`src/peir_pkg.sv`:
```
// Package: constants and types for the endpoint interrupt request block
package peir_pkg;
  // APB register byte offsets
  localparam logic [7:0] CTRL_OFF = 8'h00;
  localparam logic [7:0] MSI_CFG_OFF = 8'h04;
  localparam logic [7:0] MSI_ADDR_LO_OFF = 8'h08;
  localparam logic [7:0] MSI_ADDR_HI_OFF = 8'h0c;
  localparam logic [7:0] MSI_DATA_OFF = 8'h10;
  localparam logic [7:0] STATUS_OFF = 8'h14;
  localparam logic [7:0] MSG_OFF = 8'h18;
  localparam logic [7:0] COUNT_OFF = 8'h1c;
  // CTRL fields
  localparam int CTRL_MSI_EN_BIT = 0;
  localparam int CTRL_MSIX_EN_BIT = 1;
  localparam int CTRL_ENDPOINT_BIT = 2;
  localparam int CMD_INTX_DIS_BIT = 10;
  // MSI_CFG fields
  localparam int MMEN_LSB = 0;
  localparam int MMCAP_LSB = 4;
  localparam int MM_W = 3;
  // STATUS fields
  localparam int ST_INT_STATUS_BIT = 0;
  localparam int ST_INTX_ASSERTED_BIT = 1;
  localparam int ST_BUSY_BIT = 2;
  localparam int ST_MSI_MODE_BIT = 3;
  localparam int ST_MSIX_MODE_BIT = 4;
  // Link message codes
  localparam logic [2:0] MSG_NONE = 3'h0;
  localparam logic [2:0] MSG_ASSERT_INTA = 3'h1;
  localparam logic [2:0] MSG_DEASSERT_INTA = 3'h2;
  localparam logic [2:0] MSG_MWR32 = 3'h3;
  localparam logic [2:0] MSG_MWR64 = 3'h4;
  localparam logic [31:0] CTRL_RST = 32'h0000_0004;
  localparam logic [31:0] MMCAP_DEFAULT = 32'h0000_0005;
  // Interrupt modes
  typedef enum logic [1:0] {
    PEIR_MODE_INTX = 2'h0,
    PEIR_MODE_MSI = 2'h1,
    PEIR_MODE_MSIX = 2'h2,
    PEIR_MODE_BOTH = 2'h3
  } peir_mode_t;
endpackage

```
`src/peir_msg_if.sv`:
```
// Interface: message request from the controller to the link sender
`timescale 1ns/1ps
`default_nettype none
interface peir_msg_if;
  logic valid;
  logic ready;
  logic [2:0] kind;
  logic [63:0] addr;
  logic [31:0] data;
  modport ctrl (output valid, output kind, output addr, output data, input ready);
  modport send (input valid, input kind, input addr, input data, output ready);
endinterface
`default_nettype wire

```
`src/peir_link_tx.sv`:
```
// Link-side message sender: holds one message until the link accepts it
`timescale 1ns/1ps
`default_nettype none
module peir_link_tx
(
  // Clock and reset
  input wire logic pclk,
  input wire logic presetn,
  // From controller
  peir_msg_if.send req,
  // Link side
  output logic link_valid,
  input wire logic link_ready,
  output logic [2:0] link_kind,
  output logic [63:0] link_addr,
  output logic [31:0] link_data,
  // One-cycle pulse when a message leaves
  output logic sent_pulse
);
  logic link_ready_s1_r;
  logic link_ready_s2_r;
  logic link_valid_r;
  wire take_w;
  wire done_w;

  assign take_w = req.valid && !link_valid_r;
  assign done_w = link_valid_r && link_ready_s2_r;
  assign req.ready = take_w;
  assign link_valid = link_valid_r;
  assign sent_pulse = done_w;

  always_ff @(posedge pclk or negedge presetn)
  begin
    if (!presetn)
    begin
      link_ready_s1_r <= 1'b0;
      link_ready_s2_r <= 1'b0;
    end
    else
    begin
      link_ready_s1_r <= link_ready;
      link_ready_s2_r <= link_ready_s1_r;
    end
  end

  always_ff @(posedge pclk or negedge presetn)
  begin
    if (!presetn)
    begin
      link_valid_r <= 1'b0;
      link_kind <= peir_pkg::MSG_NONE;
      link_addr <= 64'h0;
      link_data <= 32'h0;
    end
    else if (take_w)
    begin
      link_valid_r <= 1'b1;
      link_kind <= req.kind;
      link_addr <= req.addr;
      link_data <= req.data;
    end
    else if (done_w)
    begin
      link_valid_r <= 1'b0;
    end
  end
endmodule
`default_nettype wire

```
`src/peir_top.sv`:
```
// Endpoint interrupt request controller with APB configuration registers
`timescale 1ns/1ps
`default_nettype none
// What this block does
// - Works only when configured as endpoint
// - MSI and MSI-X enables shown continuously
// - Mode follows the two enable bits
// - Both enabled: still send MSI writes
// - Enables written only by configuration side
// - Only legacy and MSI generated here
// - MSI enabled writes; else gated legacy messages
// - Command bit 10 blocks Assert_INTA; Deassert_INTA still sent
// - INTx enabled state shown on status
// - Legacy request: sent pulse, Assert_INTA
// - Request fall sends Deassert_INTA, second pulse
// - Pending input drives interrupt status bit
// - MSI vector accepted with one write
// - MSI address and data from capability
// - 64-bit write only with nonzero upper
// - Multiple vectors only when enable nonzero
// - Vector bits replace low data bits
// - Bit count is min of capable, enable
// - Select bits beyond enabled range ignored
module peir_top
#(
  parameter int VEC_W = 32
)
(
  // APB slave
  input wire logic pclk,
  input wire logic presetn,
  input wire logic psel,
  input wire logic penable,
  input wire logic pwrite,
  input wire logic [7:0] paddr,
  input wire logic [31:0] pwdata,
  output logic [31:0] prdata,
  output logic pready,
  output logic pslverr,
  // User interrupt requests
  input wire logic user_intx_req,
  input wire logic user_intx_pending,
  input wire logic [VEC_W-1:0] user_msi_req,
  // Status to user
  output logic msi_enable,
  output logic msix_enable,
  output logic [2:0] msi_mmenable,
  output logic intx_enabled,
  output logic intx_sent,
  output logic msi_sent,
  // Link side
  output logic link_valid,
  input wire logic link_ready,
  output logic [2:0] link_kind,
  output logic [63:0] link_addr,
  output logic [31:0] link_data
);
  typedef enum logic [4:0] {
    PEIR_IDLE = 5'b00001,
    PEIR_ASRT = 5'b00010,
    PEIR_HELD = 5'b00100,
    PEIR_DEAS = 5'b01000,
    PEIR_MSI = 5'b10000
  } peir_state_t;

  ////////////////////////////////////////////////////////////////////////////
  // Synchronisers for user inputs from another domain
  logic intx_s1_r;
  logic intx_s2_r;
  logic pend_s1_r;
  logic pend_s2_r;
  logic [VEC_W-1:0] msi_s1_r;
  logic [VEC_W-1:0] msi_s2_r;

  always_ff @(posedge pclk or negedge presetn)
  begin
    if (!presetn)
    begin
      intx_s1_r <= 1'b0;
      intx_s2_r <= 1'b0;
      pend_s1_r <= 1'b0;
      pend_s2_r <= 1'b0;
      msi_s1_r <= '0;
      msi_s2_r <= '0;
    end
    else
    begin
      intx_s1_r <= user_intx_req;
      intx_s2_r <= intx_s1_r;
      pend_s1_r <= user_intx_pending;
      pend_s2_r <= pend_s1_r;
      msi_s1_r <= user_msi_req;
      msi_s2_r <= msi_s1_r;
    end
  end

  ////////////////////////////////////////////////////////////////////////////
  // Configuration registers, written only from the APB side
  logic [31:0] ctrl_r;
  logic [31:0] msi_cfg_r;
  logic [31:0] addr_lo_r;
  logic [31:0] addr_hi_r;
  logic [31:0] mdata_r;
  logic [31:0] count_r;
  logic [2:0] last_msg_r;

  wire wr_w = psel && penable && pwrite;
  wire known_w = (paddr == peir_pkg::CTRL_OFF) || (paddr == peir_pkg::MSI_CFG_OFF) ||
    (paddr == peir_pkg::MSI_ADDR_LO_OFF) || (paddr == peir_pkg::MSI_ADDR_HI_OFF) ||
    (paddr == peir_pkg::MSI_DATA_OFF) || (paddr == peir_pkg::STATUS_OFF) ||
    (paddr == peir_pkg::MSG_OFF) || (paddr == peir_pkg::COUNT_OFF);

  assign pready = 1'b1;
  assign pslverr = psel && penable && !known_w;

  always_ff @(posedge pclk or negedge presetn)
  begin
    if (!presetn)
    begin
      ctrl_r <= peir_pkg::CTRL_RST;
      msi_cfg_r <= peir_pkg::MMCAP_DEFAULT << peir_pkg::MMCAP_LSB;
      addr_lo_r <= 32'h0;
      addr_hi_r <= 32'h0;
      mdata_r <= 32'h0;
    end
    else if (wr_w)
    begin
      if (paddr == peir_pkg::CTRL_OFF)
        ctrl_r <= pwdata;
      if (paddr == peir_pkg::MSI_CFG_OFF)
        msi_cfg_r <= pwdata;
      if (paddr == peir_pkg::MSI_ADDR_LO_OFF)
        addr_lo_r <= pwdata;
      if (paddr == peir_pkg::MSI_ADDR_HI_OFF)
        addr_hi_r <= pwdata;
      if (paddr == peir_pkg::MSI_DATA_OFF)
        mdata_r <= pwdata;
    end
  end

  ////////////////////////////////////////////////////////////////////////////
  // Mode decode
  wire endpoint_w = ctrl_r[peir_pkg::CTRL_ENDPOINT_BIT];
  wire intx_dis_w = ctrl_r[peir_pkg::CMD_INTX_DIS_BIT];
  wire [2:0] mmen_w = msi_cfg_r[peir_pkg::MMEN_LSB +: peir_pkg::MM_W];
  wire [2:0] mmcap_w = msi_cfg_r[peir_pkg::MMCAP_LSB +: peir_pkg::MM_W];
  wire [2:0] nbits_w = (mmcap_w < mmen_w) ? mmcap_w : mmen_w;
  // mode from enables; both set behaves as MSI
  wire peir_pkg::peir_mode_t mode_w = peir_pkg::peir_mode_t'({ctrl_r[peir_pkg::CTRL_MSIX_EN_BIT],
    ctrl_r[peir_pkg::CTRL_MSI_EN_BIT]});
  wire msi_mode_w = (mode_w == peir_pkg::PEIR_MODE_MSI) || (mode_w == peir_pkg::PEIR_MODE_BOTH);

  assign msi_enable = ctrl_r[peir_pkg::CTRL_MSI_EN_BIT];
  assign msix_enable = ctrl_r[peir_pkg::CTRL_MSIX_EN_BIT];
  assign msi_mmenable = mmen_w;
  assign intx_enabled = !intx_dis_w;

  ////////////////////////////////////////////////////////////////////////////
  // Vector encode: lowest set request bit becomes the vector number
  logic [4:0] vec_w;
  always_comb
  begin
    vec_w = 5'h0;
    for (int i = VEC_W - 1; i >= 0; i--)
      if (msi_s2_r[i])
        vec_w = 5'(i);
  end

  // mask vector to enabled width; zero enable gives single vector
  wire [31:0] vmask_w = (32'h1 << nbits_w) - 32'h1;
  wire [31:0] msi_payload_w = (mdata_r & ~vmask_w) | ({27'h0, vec_w} & vmask_w);
  wire wide_w = (addr_hi_r != 32'h0);

  ////////////////////////////////////////////////////////////////////////////
  // Request state machine
  peir_msg_if msg ();
  logic sent_w;
  peir_state_t state_r;
  peir_state_t state_nxt;
  logic asrt_pend_r;
  logic msi_seen_r;
  logic msg_valid_w;
  logic [2:0] msg_kind_w;

  // endpoint only; no MSI-X generation here
  wire msi_new_w = endpoint_w && msi_mode_w && (msi_s2_r != '0) && !msi_seen_r;
  wire intx_new_w = endpoint_w && !msi_mode_w && intx_s2_r;

  always_comb
  begin
    state_nxt = state_r;
    msg_valid_w = 1'b0;
    msg_kind_w = peir_pkg::MSG_NONE;
    case (state_r)
      PEIR_IDLE:
      begin
        if (msi_new_w)
          state_nxt = PEIR_MSI;
        else if (intx_new_w)
          state_nxt = PEIR_ASRT;
      end
      PEIR_ASRT:
      begin
        // legacy message only while not disabled
        msg_valid_w = !intx_dis_w;
        msg_kind_w = peir_pkg::MSG_ASSERT_INTA;
        if (intx_dis_w || msg.ready)
          state_nxt = PEIR_HELD;
      end
      PEIR_HELD:
      begin
        if (!asrt_pend_r && !intx_s2_r)
          state_nxt = PEIR_DEAS;
      end
      PEIR_DEAS:
      begin
        msg_valid_w = 1'b1;
        msg_kind_w = peir_pkg::MSG_DEASSERT_INTA;
        if (msg.ready)
          state_nxt = PEIR_IDLE;
      end
      PEIR_MSI:
      begin
        msg_valid_w = 1'b1;
        msg_kind_w = wide_w ? peir_pkg::MSG_MWR64 : peir_pkg::MSG_MWR32;
        if (msg.ready)
          state_nxt = PEIR_IDLE;
      end
      default:
        state_nxt = PEIR_IDLE;
    endcase
  end

  assign msg.valid = msg_valid_w;
  assign msg.kind = msg_kind_w;
  assign msg.addr = wide_w ? {addr_hi_r, addr_lo_r} : {32'h0, addr_lo_r};
  assign msg.data = (state_r == PEIR_MSI) ? msi_payload_w : 32'h0;

  // Which kind of message is in flight decides which pulse it gives
  logic fly_msi_r;
  logic blk_pulse_r;
  always_ff @(posedge pclk or negedge presetn)
  begin
    if (!presetn)
    begin
      state_r <= PEIR_IDLE;
      asrt_pend_r <= 1'b0;
      msi_seen_r <= 1'b0;
      fly_msi_r <= 1'b0;
      blk_pulse_r <= 1'b0;
    end
    else
    begin
      state_r <= state_nxt;
      if (msg.ready)
        fly_msi_r <= (state_r == PEIR_MSI);
      blk_pulse_r <= (state_r == PEIR_ASRT) && intx_dis_w;
      // Hold until the assert is confirmed; set wins over clear
      if (msg.ready && state_r == PEIR_ASRT)
        asrt_pend_r <= 1'b1;
      else if (sent_w && !fly_msi_r)
        asrt_pend_r <= 1'b0;
      // one write per request; a new write only after all request bits return to zero
      if (state_r == PEIR_MSI && msg.ready)
        msi_seen_r <= 1'b1;
      else if (msi_s2_r == '0)
        msi_seen_r <= 1'b0;
    end
  end

  peir_link_tx u_tx
  (
    .pclk(pclk),
    .presetn(presetn),
    .req(msg),
    .link_valid(link_valid),
    .link_ready(link_ready),
    .link_kind(link_kind),
    .link_addr(link_addr),
    .link_data(link_data),
    .sent_pulse(sent_w)
  );

  // single-cycle sent pulses; a blocked assert still acknowledges
  assign intx_sent = (sent_w && !fly_msi_r) || blk_pulse_r;
  assign msi_sent = sent_w && fly_msi_r;

  ////////////////////////////////////////////////////////////////////////////
  // Read side and message counter
  always_ff @(posedge pclk or negedge presetn)
  begin
    if (!presetn)
    begin
      count_r <= 32'h0;
      last_msg_r <= peir_pkg::MSG_NONE;
    end
    else if (sent_w)
    begin
      count_r <= count_r + 32'h1;
      last_msg_r <= link_kind;
    end
  end

  wire [31:0] status_w = {27'h0, mode_w == peir_pkg::PEIR_MODE_MSIX, msi_mode_w,
    state_r != PEIR_IDLE, state_r == PEIR_HELD, pend_s2_r};

  wire [31:0] rd_w =
    (paddr == peir_pkg::CTRL_OFF) ? ctrl_r :
    (paddr == peir_pkg::MSI_CFG_OFF) ? msi_cfg_r :
    (paddr == peir_pkg::MSI_ADDR_LO_OFF) ? addr_lo_r :
    (paddr == peir_pkg::MSI_ADDR_HI_OFF) ? addr_hi_r :
    (paddr == peir_pkg::MSI_DATA_OFF) ? mdata_r :
    (paddr == peir_pkg::STATUS_OFF) ? status_w :
    (paddr == peir_pkg::MSG_OFF) ? {29'h0, last_msg_r} :
    (paddr == peir_pkg::COUNT_OFF) ? count_r : 32'h0;

  always_ff @(posedge pclk or negedge presetn)
  begin
    if (!presetn)
      prdata <= 32'h0;
    else if (psel && !penable && !pwrite)
      prdata <= rd_w;
  end

  ////////////////////////////////////////////////////////////////////////////
  // Checks
  // pulse lasts one cycle
  sent_one_a: assert property (@(posedge pclk) disable iff (!presetn)
    msi_sent |=> !msi_sent) else $error("msi_sent longer than one cycle");
  msi_width_a: assert property (@(posedge pclk) disable iff (!presetn)
    (state_r == PEIR_MSI && addr_hi_r == 32'h0) |-> msg_kind_w == peir_pkg::MSG_MWR32)
    else $error("MSI width wrong");
  intx_gate_a: assert property (@(posedge pclk) disable iff (!presetn)
    (intx_dis_w && state_r == PEIR_ASRT) |-> !msg_valid_w) else $error("INTx not gated");
  endpoint_only_a: assert property (@(posedge pclk) disable iff (!presetn)
    (!endpoint_w && state_r == PEIR_IDLE) |=> state_r == PEIR_IDLE) else $error("root port active");
  deassert_seq_a: assert property (@(posedge pclk) disable iff (!presetn)
    (state_r == PEIR_HELD && !asrt_pend_r && !intx_s2_r) |=> state_r == PEIR_DEAS)
    else $error("no deassert");
  vec_mask_a: assert property (@(posedge pclk) disable iff (!presetn)
    state_r == PEIR_MSI |-> (msi_payload_w & ~vmask_w) == (mdata_r & ~vmask_w))
    else $error("payload high bits altered");
  // enables move only on a control write
  enable_src_a: assert property (@(posedge pclk) disable iff (!presetn)
    $changed(ctrl_r) |-> $past(wr_w) && $past(paddr) == peir_pkg::CTRL_OFF)
    else $error("enable bits changed without write");
  both_msi_a: assert property (@(posedge pclk) disable iff (!presetn)
    (state_r == PEIR_IDLE && msi_new_w && mode_w == peir_pkg::PEIR_MODE_BOTH)
    |=> state_r == PEIR_MSI) else $error("MSI dropped in both mode");
endmodule
`default_nettype wire

```
`config.mk`:
```
export PLATFORM = sky130hd
export DESIGN_NAME = peir_top
export DESIGN_NICKNAME = d
export VERILOG_FILES = /design/src/peir_pkg.sv /design/src/peir_msg_if.sv /design/src/peir_link_tx.sv /design/src/peir_top.sv
export SDC_FILE = /design/constraint.sdc
export NUM_CORES = 1
export LEC_CHECK = 0
export BUFFER_PORTS_ARGS = -buffer_cell sky130_fd_sc_hd__buf_2
export CAP_MARGIN = 20
export CORE_AREA = 3 3 174 260
export CTS_CLUSTER_DIAMETER = 50
export DETAILED_ROUTE_END_ITERATION = 16
export DIE_AREA = 0 0 177 263
export GPL_TIMING_DRIVEN = 0
export PLACE_DENSITY = 0.59
export SETUP_SLACK_MARGIN = 0.3
export SLEW_MARGIN = 20
export SYNTH_ARGS = -nofsm -noshare
export SYNTH_HDL_FRONTEND = slang
export SYNTH_SLANG_ARGS = --single-unit
```
`constraint.sdc`:
```
create_clock -name pclk -period 5.1 [get_ports pclk]
set_input_delay 0.255 -clock pclk [delete_from_list [all_inputs] [get_ports pclk]]
set_output_delay 0.255 -clock pclk [all_outputs]
set_load 0.02 [all_outputs]
```
* After elaboration in Yosys (flattened, before gate mapping) *
Index checks and enable logic that the tools add are counted.

word-level totals
  register bits = 406
  input bits = 80
  output and inout bits = 142
  word-level logic and storage cells = 163

cells by class
  $add $sub $neg = 2
  $lt $le $gt $ge = 1
  eq/ne operators = 20
  shifts and indexed selects = 1
  mux-type cells = 58
  bitwise logic cells = 4
  reduce and logical (&&, ||, !) cells = 52

operator list
  kind                     count
  $mux W32                 9
  $mux W5                  37
  $mux W64                 1
  $reduce_bool A32 Y1      2
  $add A32 B1 Y32 const B  1
  $and A32 B32 Y32         1
  $and A5 B32 Y32          1
  $eq A8 B5 Y1 const B     4
  $logic_not A32 Y1        1
  $not A32 Y32             1
  $or A32 B32 Y32          1
  $shl A1 B3 Y32 const A   1
  $sub A32 B1 Y32 const B  1
  $pmux W5 S4              1
  $logic_and A1 B1 Y1      18
  $eq A8 B4 Y1 const B     2
  $logic_not A1 Y1         10
  $logic_or A1 B1 Y1       10
  $reduce_and A2 Y1        5
  $pmux W3 S3              1
  $eq A8 B3 Y1 const B     1
  $logic_not A8 Y1         1
  $mux W1                  6
  $mux W3                  2
  16 further kinds         20

* Logic depth before layout (Yosys ltp) *
Gate-level depths: netlist of run 1.

  depth in word-level cells = 35
  depth in mapped cells = 11
  mapped depth without buffers = 11

* Modules after synthesis *
A second synthesis of run 1 with hierarchy kept.

second synthesis, totals
  cell total of the unflattened synthesis = 1317
  area total of the unflattened synthesis = 17705.7 sq um

by module, submodules not included
  module        times used  cells an instance  area an instance (sq um)
  peir_top      1           1101               13469.2
  peir_link_tx  1           216                4236.6

* Worst setup path after synthesis of run 1 *
Ideal clock, no wire load.

  kind = register -> register
  start point = reg msi_cfg_r[6]
  end point = reg u_tx.link_data[2]
  setup time = 0.069 ns
  data arrival time = 2.391 ns
  data required time = 5.031 ns
  setup slack = 2.640 ns
  cell stages (with the launch flop) = 10
  path buffers = 0
  cells stage by stage = dfstp_2 ha_1 a21oi_1 o211ai_1 a21oi_1 inv_1 ha_1 or3_1 a21o_1 nand3_1

between the ends
  longest elaborated chain between the ends = 8

RTL lines
  element                 RTL line            text
  start, declared         peir_top.sv:100     logic [31:0] msi_cfg_r;
  start signal, assigned  peir_top.sv:121     msi_cfg_r <= peir_pkg::MMCAP_DEFAULT << peir_pkg::MMCAP_LSB;
  start signal, assigned  peir_top.sv:131     msi_cfg_r <= pwdata;
  $lt A3 B3 Y1            peir_top.sv:147     wire [2:0] nbits_w = (mmcap_w < mmen_w) ? mmcap_w : mmen_w;
  $mux W3 (*)             peir_top.sv:147
  $shl A1 B3 Y32 (*)      peir_top.sv:170     wire [31:0] vmask_w = (32'h1 << nbits_w) - 32'h1;
  $sub A32 B1 Y32 (*)     peir_top.sv:170
  $not A32 Y32            peir_top.sv:171     wire [31:0] msi_payload_w = (mdata_r & ~vmask_w) | ({27'h0, vec_w} & vmask_w);
  $and A32 B32 Y32        peir_top.sv:171
  $or A32 B32 Y32 (*)     peir_top.sv:171
  $mux W32 (*)            peir_top.sv:237     assign msg.data = (state_r == PEIR_MSI) ? msi_payload_w : 32'h0;
  end signal, assigned    peir_link_tx.sv:60  link_data <= req.data;
  end, declared           peir_link_tx.sv:16  output logic [31:0] link_data,

Mark *: on every way between the ends. The rest lies on a longest branch, timed or not.
A chain may end at the register's enable or synchronous reset.

* Worst setup path after layout of run 1 *
  start point = reg msi_cfg_r[2]
  end point = reg u_tx.link_data[2]

Same word-level chain as after synthesis.

==> summary.txt, run 1 <==
Critical path
  – CP bufs+invs: 2
  – CP max FO: 6
  – Crit start category: flop
  – Slowest stage delay, CP: 0.48 ns
  – R2r setup slk: 2.26 ns
  – Crit path cell chain: inv_1 -> ha_1 -> a21oi_1 -> o211ai_1 -> a21oi_1 -> inv_1 -> ha_1 -> or3_1 -> a21o_1 -> nand3_1
  – Top Family by Delay on Critical Path: compound AO/OA/AOI/OAI gates
  – Worst setup path category: flop to flop
  – Critical Path RT: 5.59 ns
  – Critical Path Slowest Stage Cell: dfrtp_1
  – CP endpoint kind: flop
  – Crit path DAT: 3.33 ns

Synth
  – Main synth FF type: dfrtp_1
  – Seq/Total Area, Yosys: 59.24%
  – Mapped Cells: 1,276
  – Avg Cell Area, Syn: 13.45 um^2
  – Netlist cell types: 76
  – Mapped Nets: 1,361
  – EDFF count, synth: 0
  – Asr flop ratio synth: 100.0%
  – Syn. warnings: 0
  – Netlist Area Pre-Place: 17,160 um^2
  – FF+latch count, synth: 406

Routing
  – Post-route ant nets: 0
  – Iter 0 DRT Violations: 859
  – # DRC: 0
  – Number of vias per cell: 5.412
  – Vias: 11.90k
  – DRT Pass-1 Iters: 5
  – WL/cell: 23.04 um
  – Final WL: 50,650 um

CTS
  – Htree depth: 2
  – Post-CTS Setup Repair Bufs: 0
  – PostCTS Resize Cnt: 0
  – Worst-path clk slew: 0.07 ns
  – Num CTS Buffers: 41
  – Clock buffer depth: 3
  – Root buf cell: clkbuf_16
  – Worst-Skew Late Latency: 0.56 ns
  – CTS tree: done
  – Clock sink total: 406
  – Hold buffer count at CTS: 55

Job
  – Maxcap violations: 0

Timing
  – Fin. max-slew vios: 0
  – Slew HR: 41.01%
  – Min Clock Period, post-route: 2.845 ns
  – Final setup viols: 0
  – Final hold vios: 0
  – Tcrit/Tclk final: 55.78%
  – Fmax: 351.5 MHz
  – Unrepaired setup endpoints after global routing: false
  – Worst clock skew: 0.02283 ns
  – Worst-Margin Slew: 0.8768 ns
  – Setup TNS: 0 ns
  – Hold_ws: 0.02080 ns

Finish
  – Most frequent cells in the layout: dfrtp_1 (402), buf_2 (245), mux2_2 (219), nand2_1 (63), dlygate4sd3_1 (55)
  – Antenna cells: 0
  – Leading cell type in the layout, fill and taps excluded: dfrtp_1
  – Ratio of cells with drive above 1 in the final layout: 35.75%
  – Final std cell area, no fill: 21,170 um^2
  – Final nets: 1,682
  – Final core utilization: 49.04%
  – Synth-to-Final Area Change: 23.39%

Die
  – Core area: 43,170 um^2
  – Initial Util: 39.75%
  – Die Ht: 263 um
  – Row Count: 93
  – Ports: 222
  – Die Area: 46,550 um^2
  – Chip width: 177 um

Power and ir drop
  – Pwr per Cell Area: 341.2 nW/um^2
  – Leak Pwr: 10.32 nW
  – Peak supply drop: 0.0002780 V

Placed design
  – Final GP Congestion: 0.8732
  – IO buf count: 219
  – DP Area: 19,090 um^2
  – Final HPWL DP: 36,600 um

GRT
  – First-pass GRT wire length: 77,510 um
  – Largest net degree at the start of global routing: 98
  – Initial antenna violation count: 1
  – Number of global-route vias before repair: 12.62k
  – GRT Total Usage: 21.87%
  – Total gr overflow: 0

Outcome
  – Status: finished clean

Min path
  – Hold WC Path Type: primary input to flop
[cells in the mapped netlist (9+ instances only)]
library cell / count / area (um^2)
o221ai_1: 21 / 183.9
a21oi_1: 11 / 55.05
nor2_1: 39 / 146.4
nor3_1: 15 / 75.07
o21ai_0: 32 / 160.2
mux2_1: 9 / 101.4
inv_1: 12 / 45.04
mux2_2: 219 / 2466
o2bb2ai_1: 21 / 183.9
dfrtp_1: 402 / 10060
mux2i_1: 54 / 540.5
nor4_1: 20 / 125.1
xnor2_1: 29 / 254.0
buf_4: 12 / 90.09
nand3_1: 19 / 95.09
buf_2: 27 / 135.1
nand2_1: 63 / 236.5
nand4_1: 15 / 93.84
clkbuf_1: 25 / 93.84
a22o_1: 28 / 245.2
a22oi_1: 27 / 202.7
buf_6: 10 / 112.6
o21a_1: 21 / 157.7
and3_1: 11 / 68.82
[cells by family after synthesis]
group,after synthesis,synth area share (%)
flops,406,59.24
mux,284,18.38
simple gates,235,7.627
compound gates,219,9.691
buf+inv,91,2.895
xor+xnor,35,1.786
fa+ha+maj,5,0.3646
other cells,1,0.02185
[per-stage QoR]
stage / power, W / instances / worst slack [ns]
finish: 0.007224 / 2198 / 2.255
global placement: 0.003847 / 2065 / -4.241
global route: 0.007474 / 2198 / 1.961
floorplan: 0.003615 / 1276 / 2.640
CTS: 0.007302 / 2198 / 2.262
detailed placement: 0.003866 / 2069 / 2.250
[flip-flops by register name, indices dropped and copies added (netlist names), 3 cells and up]
register	flops
u_tx.link_addr	64
addr_lo_r	32
mdata_r	32
msi_cfg_r	32
state_r	5
addr_hi_r	32
msi_s1_r	32
count_r	32
msi_s2_r	32
last_msg_r	3
u_tx.link_kind	3
ctrl_r	32
prdata	32
u_tx.link_data	32
[worst reg2reg max path: stages, from the launching register on]
cell	delay, ns
dfrtp_1	0.48
inv_1	0.10
ha_1	0.34
a21oi_1	0.42
o211ai_1	0.16
a21oi_1	0.30
inv_1	0.08
ha_1	0.24
or3_1	0.41
a21o_1	0.18
nand3_1	0.07
[report_power, final]
| group | internal [W] | switching (W) |
|---|---|---|
| clock network | 0.00207 | 0.00132 |
| logic | 0.000172 | 0.000286 |
| registers | 0.00331 | 0.0000681 |
[layout make-up]
class / count / area (um^2)
buffer: 79 / 451.7
clock buffer: 53 / 1194
clock inverter: 21 / 339.1
fill: 3848 / 22000
inverter: 12 / 45.04
multi-input combinational: 779 / 6497
sequential: 406 / 10160
tap: 570 / 713.2
timing repair buffer: 278 / 1767
[path summary, 6_finish.rpt]
check	to	depth (start not counted)	from
worst max-delay path	u_tx.link_data[2]$_DFFE_PN0P_	10	msi_cfg_r[2]$_DFFE_PN0P_
worst min-delay path	ctrl_r[27]$_DFFE_PN0P_	2	pwdata[27]
worst max register to register	u_tx.link_data[2]$_DFFE_PN0P_	10	msi_cfg_r[2]$_DFFE_PN0P_
worst min register to register	msi_s2_r[27]$_DFF_PN0_	0	msi_s1_r[27]$_DFF_PN0_
max in group asynchronous	msi_cfg_r[10]$_DFFE_PN0P_	5	presetn
min in group asynchronous	msi_s1_r[3]$_DFF_PN0_	2	presetn
[per-layer routing]
layer	vias up	part of all wire [%]	GRT usage, %
met5	-	0.026	0
met2	357	52	39.04
met3	108	5.6	4.084
li1	5361	-	-
met1	6067	38	25.94
met4	2	3.8	8.202
Power figures use the tool's default switching activity.
==> run 2: changes to the inputs <==
--- a/config.mk
+++ b/config.mk
@@ -12,7 +12,7 @@
 export DETAILED_ROUTE_END_ITERATION = 16
 export DIE_AREA = 0 0 177 263
 export GPL_TIMING_DRIVEN = 0
-export PLACE_DENSITY = 0.59
+export PLACE_DENSITY = 0.61
 export SETUP_SLACK_MARGIN = 0.3
 export SLEW_MARGIN = 20
 export SYNTH_ARGS = -nofsm -noshare
==> constraint.sdc (replaced) <==
create_clock -name pclk -period 2.4 [get_ports pclk]
set_input_delay 0.12 -clock pclk [delete_from_list [all_inputs] [get_ports pclk]]
set_output_delay 0.12 -clock pclk [all_outputs]
set_load 0.02 [all_outputs]
==> summary.txt, run 2 (synthesis results as in run 1) <==
CTS
  – Htree depth: 2
  – Clock buffer depth: 3
  – Num CTS Buffers: 42
  – Clock sink total: 406
  – Worst-path clk slew: 0.07 ns
  – Root buf cell: clkbuf_16
  – CTS tree: done
  – Worst-Skew Late Latency: 0.54 ns

Outcome
  – Status: finished clean

GRT
  – Total gr overflow: 0
  – Met1 Use GR: 26.10%
  – Initial antenna violation count: 1
  – Number of global-route vias before repair: 12.54k
  – First-pass GRT wire length: 76,860 um
  – Grt met3 use: 4.026%
  – Met2 Use GR: 38.91%
  – Gr busiest metal: met2
  – Largest net degree at the start of global routing: 97
  – GRT Total Usage: 21.66%

Placed design
  – Final GP Congestion: 0.8651
  – IO buf count: 219
  – # placed instances: 2,069
  – Pre-CTS worst setup slack: -0.1572 ns
  – Final HPWL DP: 36,120 um

Finish
  – Cell Count, Final, Fillers Out: 2,224
  – Max reg flops: 64
  – Synth-to-Final Area Change: 24.75%
  – Final nets: 1,707
  – Most frequent cells in the layout: dfrtp_1 (399), buf_2 (241), mux2_2 (219), dlygate4sd3_1 (68), nand2_1 (61)
  – Top reg by flops: u_tx.link_addr
  – Antenna cells: 0
  – Final core utilization: 49.58%
  – Ratio of cells with drive above 1 in the final layout: 37.00%
  – Leading cell type in the layout, fill and taps excluded: dfrtp_1

Power and ir drop
  – Pwr per Cell Area: 685.7 nW/um^2
  – Leak Pwr: 10.41 nW
  – Peak supply drop: 0.0006678 V

Min path
  – Hold WC Path Type: primary input to async pin

Timing
  – Worst-Margin Slew: 0.8891 ns
  – Final setup viols: 0
  – Unrepaired setup endpoints after global routing: true
  – Final Worst Setup Slack: 0.06786 ns
  – Fin. max-slew vios: 0
  – Slew HR: 40.73%
  – Fmax: 428.8 MHz
  – Final hold vios: 0
  – Tcrit/Tclk final: 97.17%
  – Worst clock skew: 0.01425 ns
  – Min Clock Period, post-route: 2.332 ns

Critical path
  – R2r setup slk: 0.07 ns
  – CP max FO: 4
  – Crit start category: flop
  – Crit path DAT: 2.75 ns
  – CP endpoint kind: flop
  – Critical Path RT: 2.82 ns
  – Worst setup path category: flop to flop

Routing
  – Number of vias per cell: 5.349
  – DRT Pass-1 Iters: 5
  – # DRC: 0
  – Iter 0 DRT Violations: 774
  – Vias: 11.90k
  – Final WL: 50,710 um
  – Post-route ant nets: 0
  – WL/cell: 22.80 um

Job
  – Maxcap violations: 0

Die
  – Initial Util: 39.75%
  – Chip width: 177 um
  – Die Area: 46,550 um^2
  – Ports: 222
  – Die Ht: 263 um
  – Row Count: 93
  – Core area: 43,170 um^2
run 2: cell count changes in the layout (fill, tap and decap cells not counted), sizes merged:
cell,delta
buf,+11
inv,-1
clkbuf,+8
clkinv,+1
bufinv,-7
clkinvlp,+1
dlygate4sd3,+13
run 2: routing by layer:
layer	vias up	share of wire (%)
li1	5420	-
met1	6049	39
met2	345	52
met3	81	5.5
met4	2	3.0
met5	-	0.024
run 2: where the power goes:
part / total, W / switching [W] / internal, W / leakage [nW]
registers: 0.00718 / 0.000143 / 0.00703 / 5.42
logic: 0.00100 / 0.000616 / 0.000388 / 4.31
clock network: 0.00650 / 0.00275 / 0.00374 / 0.676
run 2: area by class of cell:
class | count | area [um^2]
Buffer | 79 | 490.5
Multi-Input combinational cell | 779 | 6621
Inverter | 12 | 45.04
Clock buffer | 61 | 1244
Fill cell | 3818 | 21760
Sequential cell | 406 | 10170
Clock inverter | 15 | 140.1
Timing Repair Buffer | 302 | 1983
Tap cell | 570 | 713.2
run 2: critical path: stages, from the launching register on:
cell and delay [ns]:
dfstp_2 0.61, ha_4 0.24, a21oi_4 0.17, buf_6 0.12
nand4b_1 0.10, a21o_1 0.22, ha_4 0.30, nor3_1 0.05
a22o_1 0.18, a22oi_1 0.13, o21ai_1 0.09
run 2: stage by stage:
stage | TNS, ns | instance area (um^2) | power (W) | hold slack (ns)
after global placement | -2722.57 | 19020 | 0.008177 | 0.2277
after CTS | 0 | 21370 | 0.01481 | 0.1080
after detailed placement | -0.2199 | 19140 | 0.008218 | 0.1009
after global routing | 0 | 21410 | 0.01519 | 0.1492
final | 0 | 21410 | 0.01468 | 0.1072
after floorplan | 0 | 17210 | 0.007687 | -0.1756
run 2: worst paths after layout:
check,start,end,cells past startpoint
max,msi_cfg_r[6]$_DFFE_PN1P_,u_tx.link_data[1]$_DFFE_PN0P_,10
min,presetn,msi_s1_r[5]$_DFF_PN0_,2
max reg2reg,msi_cfg_r[6]$_DFFE_PN1P_,u_tx.link_data[1]$_DFFE_PN0P_,10
min reg2reg,msi_s1_r[30]$_DFF_PN0_,msi_s2_r[30]$_DFF_PN0_,0
max in group asynchronous,presetn,count_r[29]$_DFFE_PN0P_,5
min in group pclk,paddr[4],mdata_r[0]$_DFFE_PN0P_,4
run 2: timing repair:
action | CTS | global route
pin swaps | 5 | 5
setup buffers | 10 | 1
resized for setup | 26 | 11
hold buffers | 68 | 0
setup endpoints to repair | 71 | 25
endpoints found under the hold margin | 264 | 0
==> run 3: changes to the inputs <==
--- a/config.mk
+++ b/config.mk
@@ -7,12 +7,13 @@
 export LEC_CHECK = 0
 export BUFFER_PORTS_ARGS = -buffer_cell sky130_fd_sc_hd__buf_2
 export CAP_MARGIN = 20
-export CORE_AREA = 3 3 174 260
+export CORE_AREA = 3 3 170 254
 export CTS_CLUSTER_DIAMETER = 50
+export CTS_CLUSTER_SIZE = 25
 export DETAILED_ROUTE_END_ITERATION = 16
-export DIE_AREA = 0 0 177 263
+export DIE_AREA = 0 0 173 257
 export GPL_TIMING_DRIVEN = 0
-export PLACE_DENSITY = 0.61
+export PLACE_DENSITY = 0.64
 export SETUP_SLACK_MARGIN = 0.3
 export SLEW_MARGIN = 20
 export SYNTH_ARGS = -nofsm -noshare
==> summary.txt, run 3 (synthesis results as in run 1) <==
Outcome
  – Status: finished clean

Timing
  – Worst-Margin Slew: 0.8701 ns
  – Fmax: 435.7 MHz
  – Min Clock Period, post-route: 2.295 ns
  – Hold_ws: 0.1117 ns
  – Final setup viols: 0
  – Final hold vios: 0
  – Fin. max-slew vios: 0
  – Slew HR: 41.80%
  – Unrepaired setup endpoints after global routing: true
  – Tcrit/Tclk final: 95.63%
  – Worst clock skew: 0.02964 ns

Routing
  – Vias: 12.02k
  – # DRC: 0
  – Post-route ant nets: 0
  – DRT Pass-1 Iters: 5
  – Iter 0 DRT Violations: 789
  – WL/cell: 22.76 um
  – Final WL: 49,880 um
  – Number of vias per cell: 5.483

Power and ir drop
  – Pwr per Cell Area: 636.0 nW/um^2
  – Power Total: 0.01338 W
  – Peak supply drop: 0.0007013 V
  – Leak Pwr: 10.22 nW

Finish
  – Final core utilization: 51.06%
  – Cell Count, Final, Fillers Out: 2,192
  – Final nets: 1,698
  – Ratio of cells with drive above 1 in the final layout: 36.93%
  – Top reg by flops: u_tx.link_addr
  – Leading cell type in the layout, fill and taps excluded: dfrtp_1
  – Synth-to-Final Area Change: 22.64%
  – Max reg flops: 64
  – Most frequent cells in the layout: dfrtp_1 (399), buf_2 (242), mux2_2 (219), dlygate4sd3_1 (69), nand2_1 (61)

Placed design
  – IO buf count: 219
  – Final GP Congestion: 0.8609
  – Final HPWL DP: 35,840 um
  – # placed instances: 2,057

Die
  – Die Ht: 257 um
  – Row Count: 91
  – Initial Util: 41.63%
  – Core area: 41,220 um^2
  – Chip width: 173 um
  – Die Area: 44,460 um^2
  – Ports: 222

Critical path
  – Crit path DAT: 2.76 ns
  – CP max FO: 5
  – Worst setup path category: flop to flop
  – Critical Path RT: 2.86 ns
  – Crit start category: flop
  – CP endpoint kind: flop

CTS
  – Htree depth: 1
  – Clock buffer depth: 3
  – CTS tree: done
  – Num CTS Buffers: 28
  – Worst-path clk slew: 0.09 ns
  – Root buf cell: clkbuf_16
  – Clock sink total: 406
  – Worst-Skew Late Latency: 0.60 ns

GRT
  – Total gr overflow: 0
  – Initial antenna violation count: 2
  – Number of global-route vias before repair: 12.83k
  – Largest net degree at the start of global routing: 102
  – GRT Total Usage: 22.32%
  – First-pass GRT wire length: 77,020 um

Min path
  – Hold WC Path Type: primary input to flop

Job
  – Maxcap violations: 0
==> run 3: cell count changes in the layout (fill, tap and decap cells not counted), moves of 3 or more <==
cell / previous run / this run
buf_6: 15 / 12
buf_4: 24 / 30
clkinv_2: 5 / 1
clkinvlp_4: 3 / 0
clkinv_8: 1 / 6
clkbuf_1: 28 / 21
inv_12: 0 / 6
clkbuf_8: 10 / 1
clkbuf_16: 43 / 28
==> run 3: power by group <==
group          switching, W  internal [W]
logic              0.000614      0.000392
registers          0.000148       0.00702
clock network       0.00274       0.00247
==> run 3: critical path, stage by stage, from the launching register on <==
cell	delay [ns]
dfstp_2	0.60
ha_4	0.23
a21oi_4	0.18
o211ai_1	0.14
a21oi_2	0.21
inv_2	0.06
ha_4	0.29
nor3_1	0.05
a22o_1	0.18
a22oi_1	0.13
o21ai_1	0.09
==> run 3: worst paths after layout <==
check                      depth (start not counted)  slack, ns                             end                startpoint
min reg2reg                                        0       0.35          msi_s2_r[10]$_DFF_PN0_    msi_s1_r[10]$_DFF_PN0_
max in group asynchronous                          5       0.98  u_tx.link_addr[17]$_DFFE_PN0P_                   presetn
max reg2reg                                       10       0.10   u_tx.link_data[1]$_DFFE_PN0P_  msi_cfg_r[6]$_DFFE_PN1P_
min                                                4       0.11           prdata[3]$_DFFE_PN0P_                      psel
max                                               10       0.10   u_tx.link_data[1]$_DFFE_PN0P_  msi_cfg_r[6]$_DFFE_PN1P_
min in group asynchronous                          3       0.14          msi_s1_r[14]$_DFF_PN0_                   presetn
==> run 3: through the flow <==
| step | setup TNS [ns] | cell area (um^2) | setup WS [ns] |
|---|---|---|---|
| 2_1_floorplan | 0 | 17210 | 0.2209 |
| 3_3_place_gp | -2698.34 | 19000 | -6.735 |
| 3_5_place_dp | -0.2083 | 19120 | -0.1399 |
| 4_1_cts | 0 | 20930 | 0.07566 |
| 5_1_grt | 0 | 21040 | 0.01379 |
| 6_report | 0 | 21040 | 0.1049 |
==> run 3: what timing repair did <==
action / in CTS / in global routing
hold buffers: 70 / 0
buffers inserted: 9 / 5
gates resized for setup: 16 / 21
endpoints found under the setup margin: 71 / 98
pin swaps: 8 / 7
hold endpoints to repair: 314 / 0
==> run 3: metal layers <==
metal / track usage [%] / share of wire, % / up-vias
li1: - / - / 5400
met1: 26.59 / 38 / 6124
met2: 40.62 / 53 / 396
met3: 3.927 / 5.9 / 96
met4: 7.574 / 3.4 / 2
met5: 0 / 0.026 / -
==> run 3: cell type report <==
cell class / count / area, um^2
multi-input cells: 779 / 6626
well taps: 558 / 698.2
diodes: 1 / 2.502
flip-flops and latches: 406 / 10170
clock inverters: 20 / 285.3
clock buffers: 30 / 718.2
plain buffers: 79 / 483.0
repair buffers: 307 / 2017
fillers: 3700 / 20170
inverters: 12 / 45.04
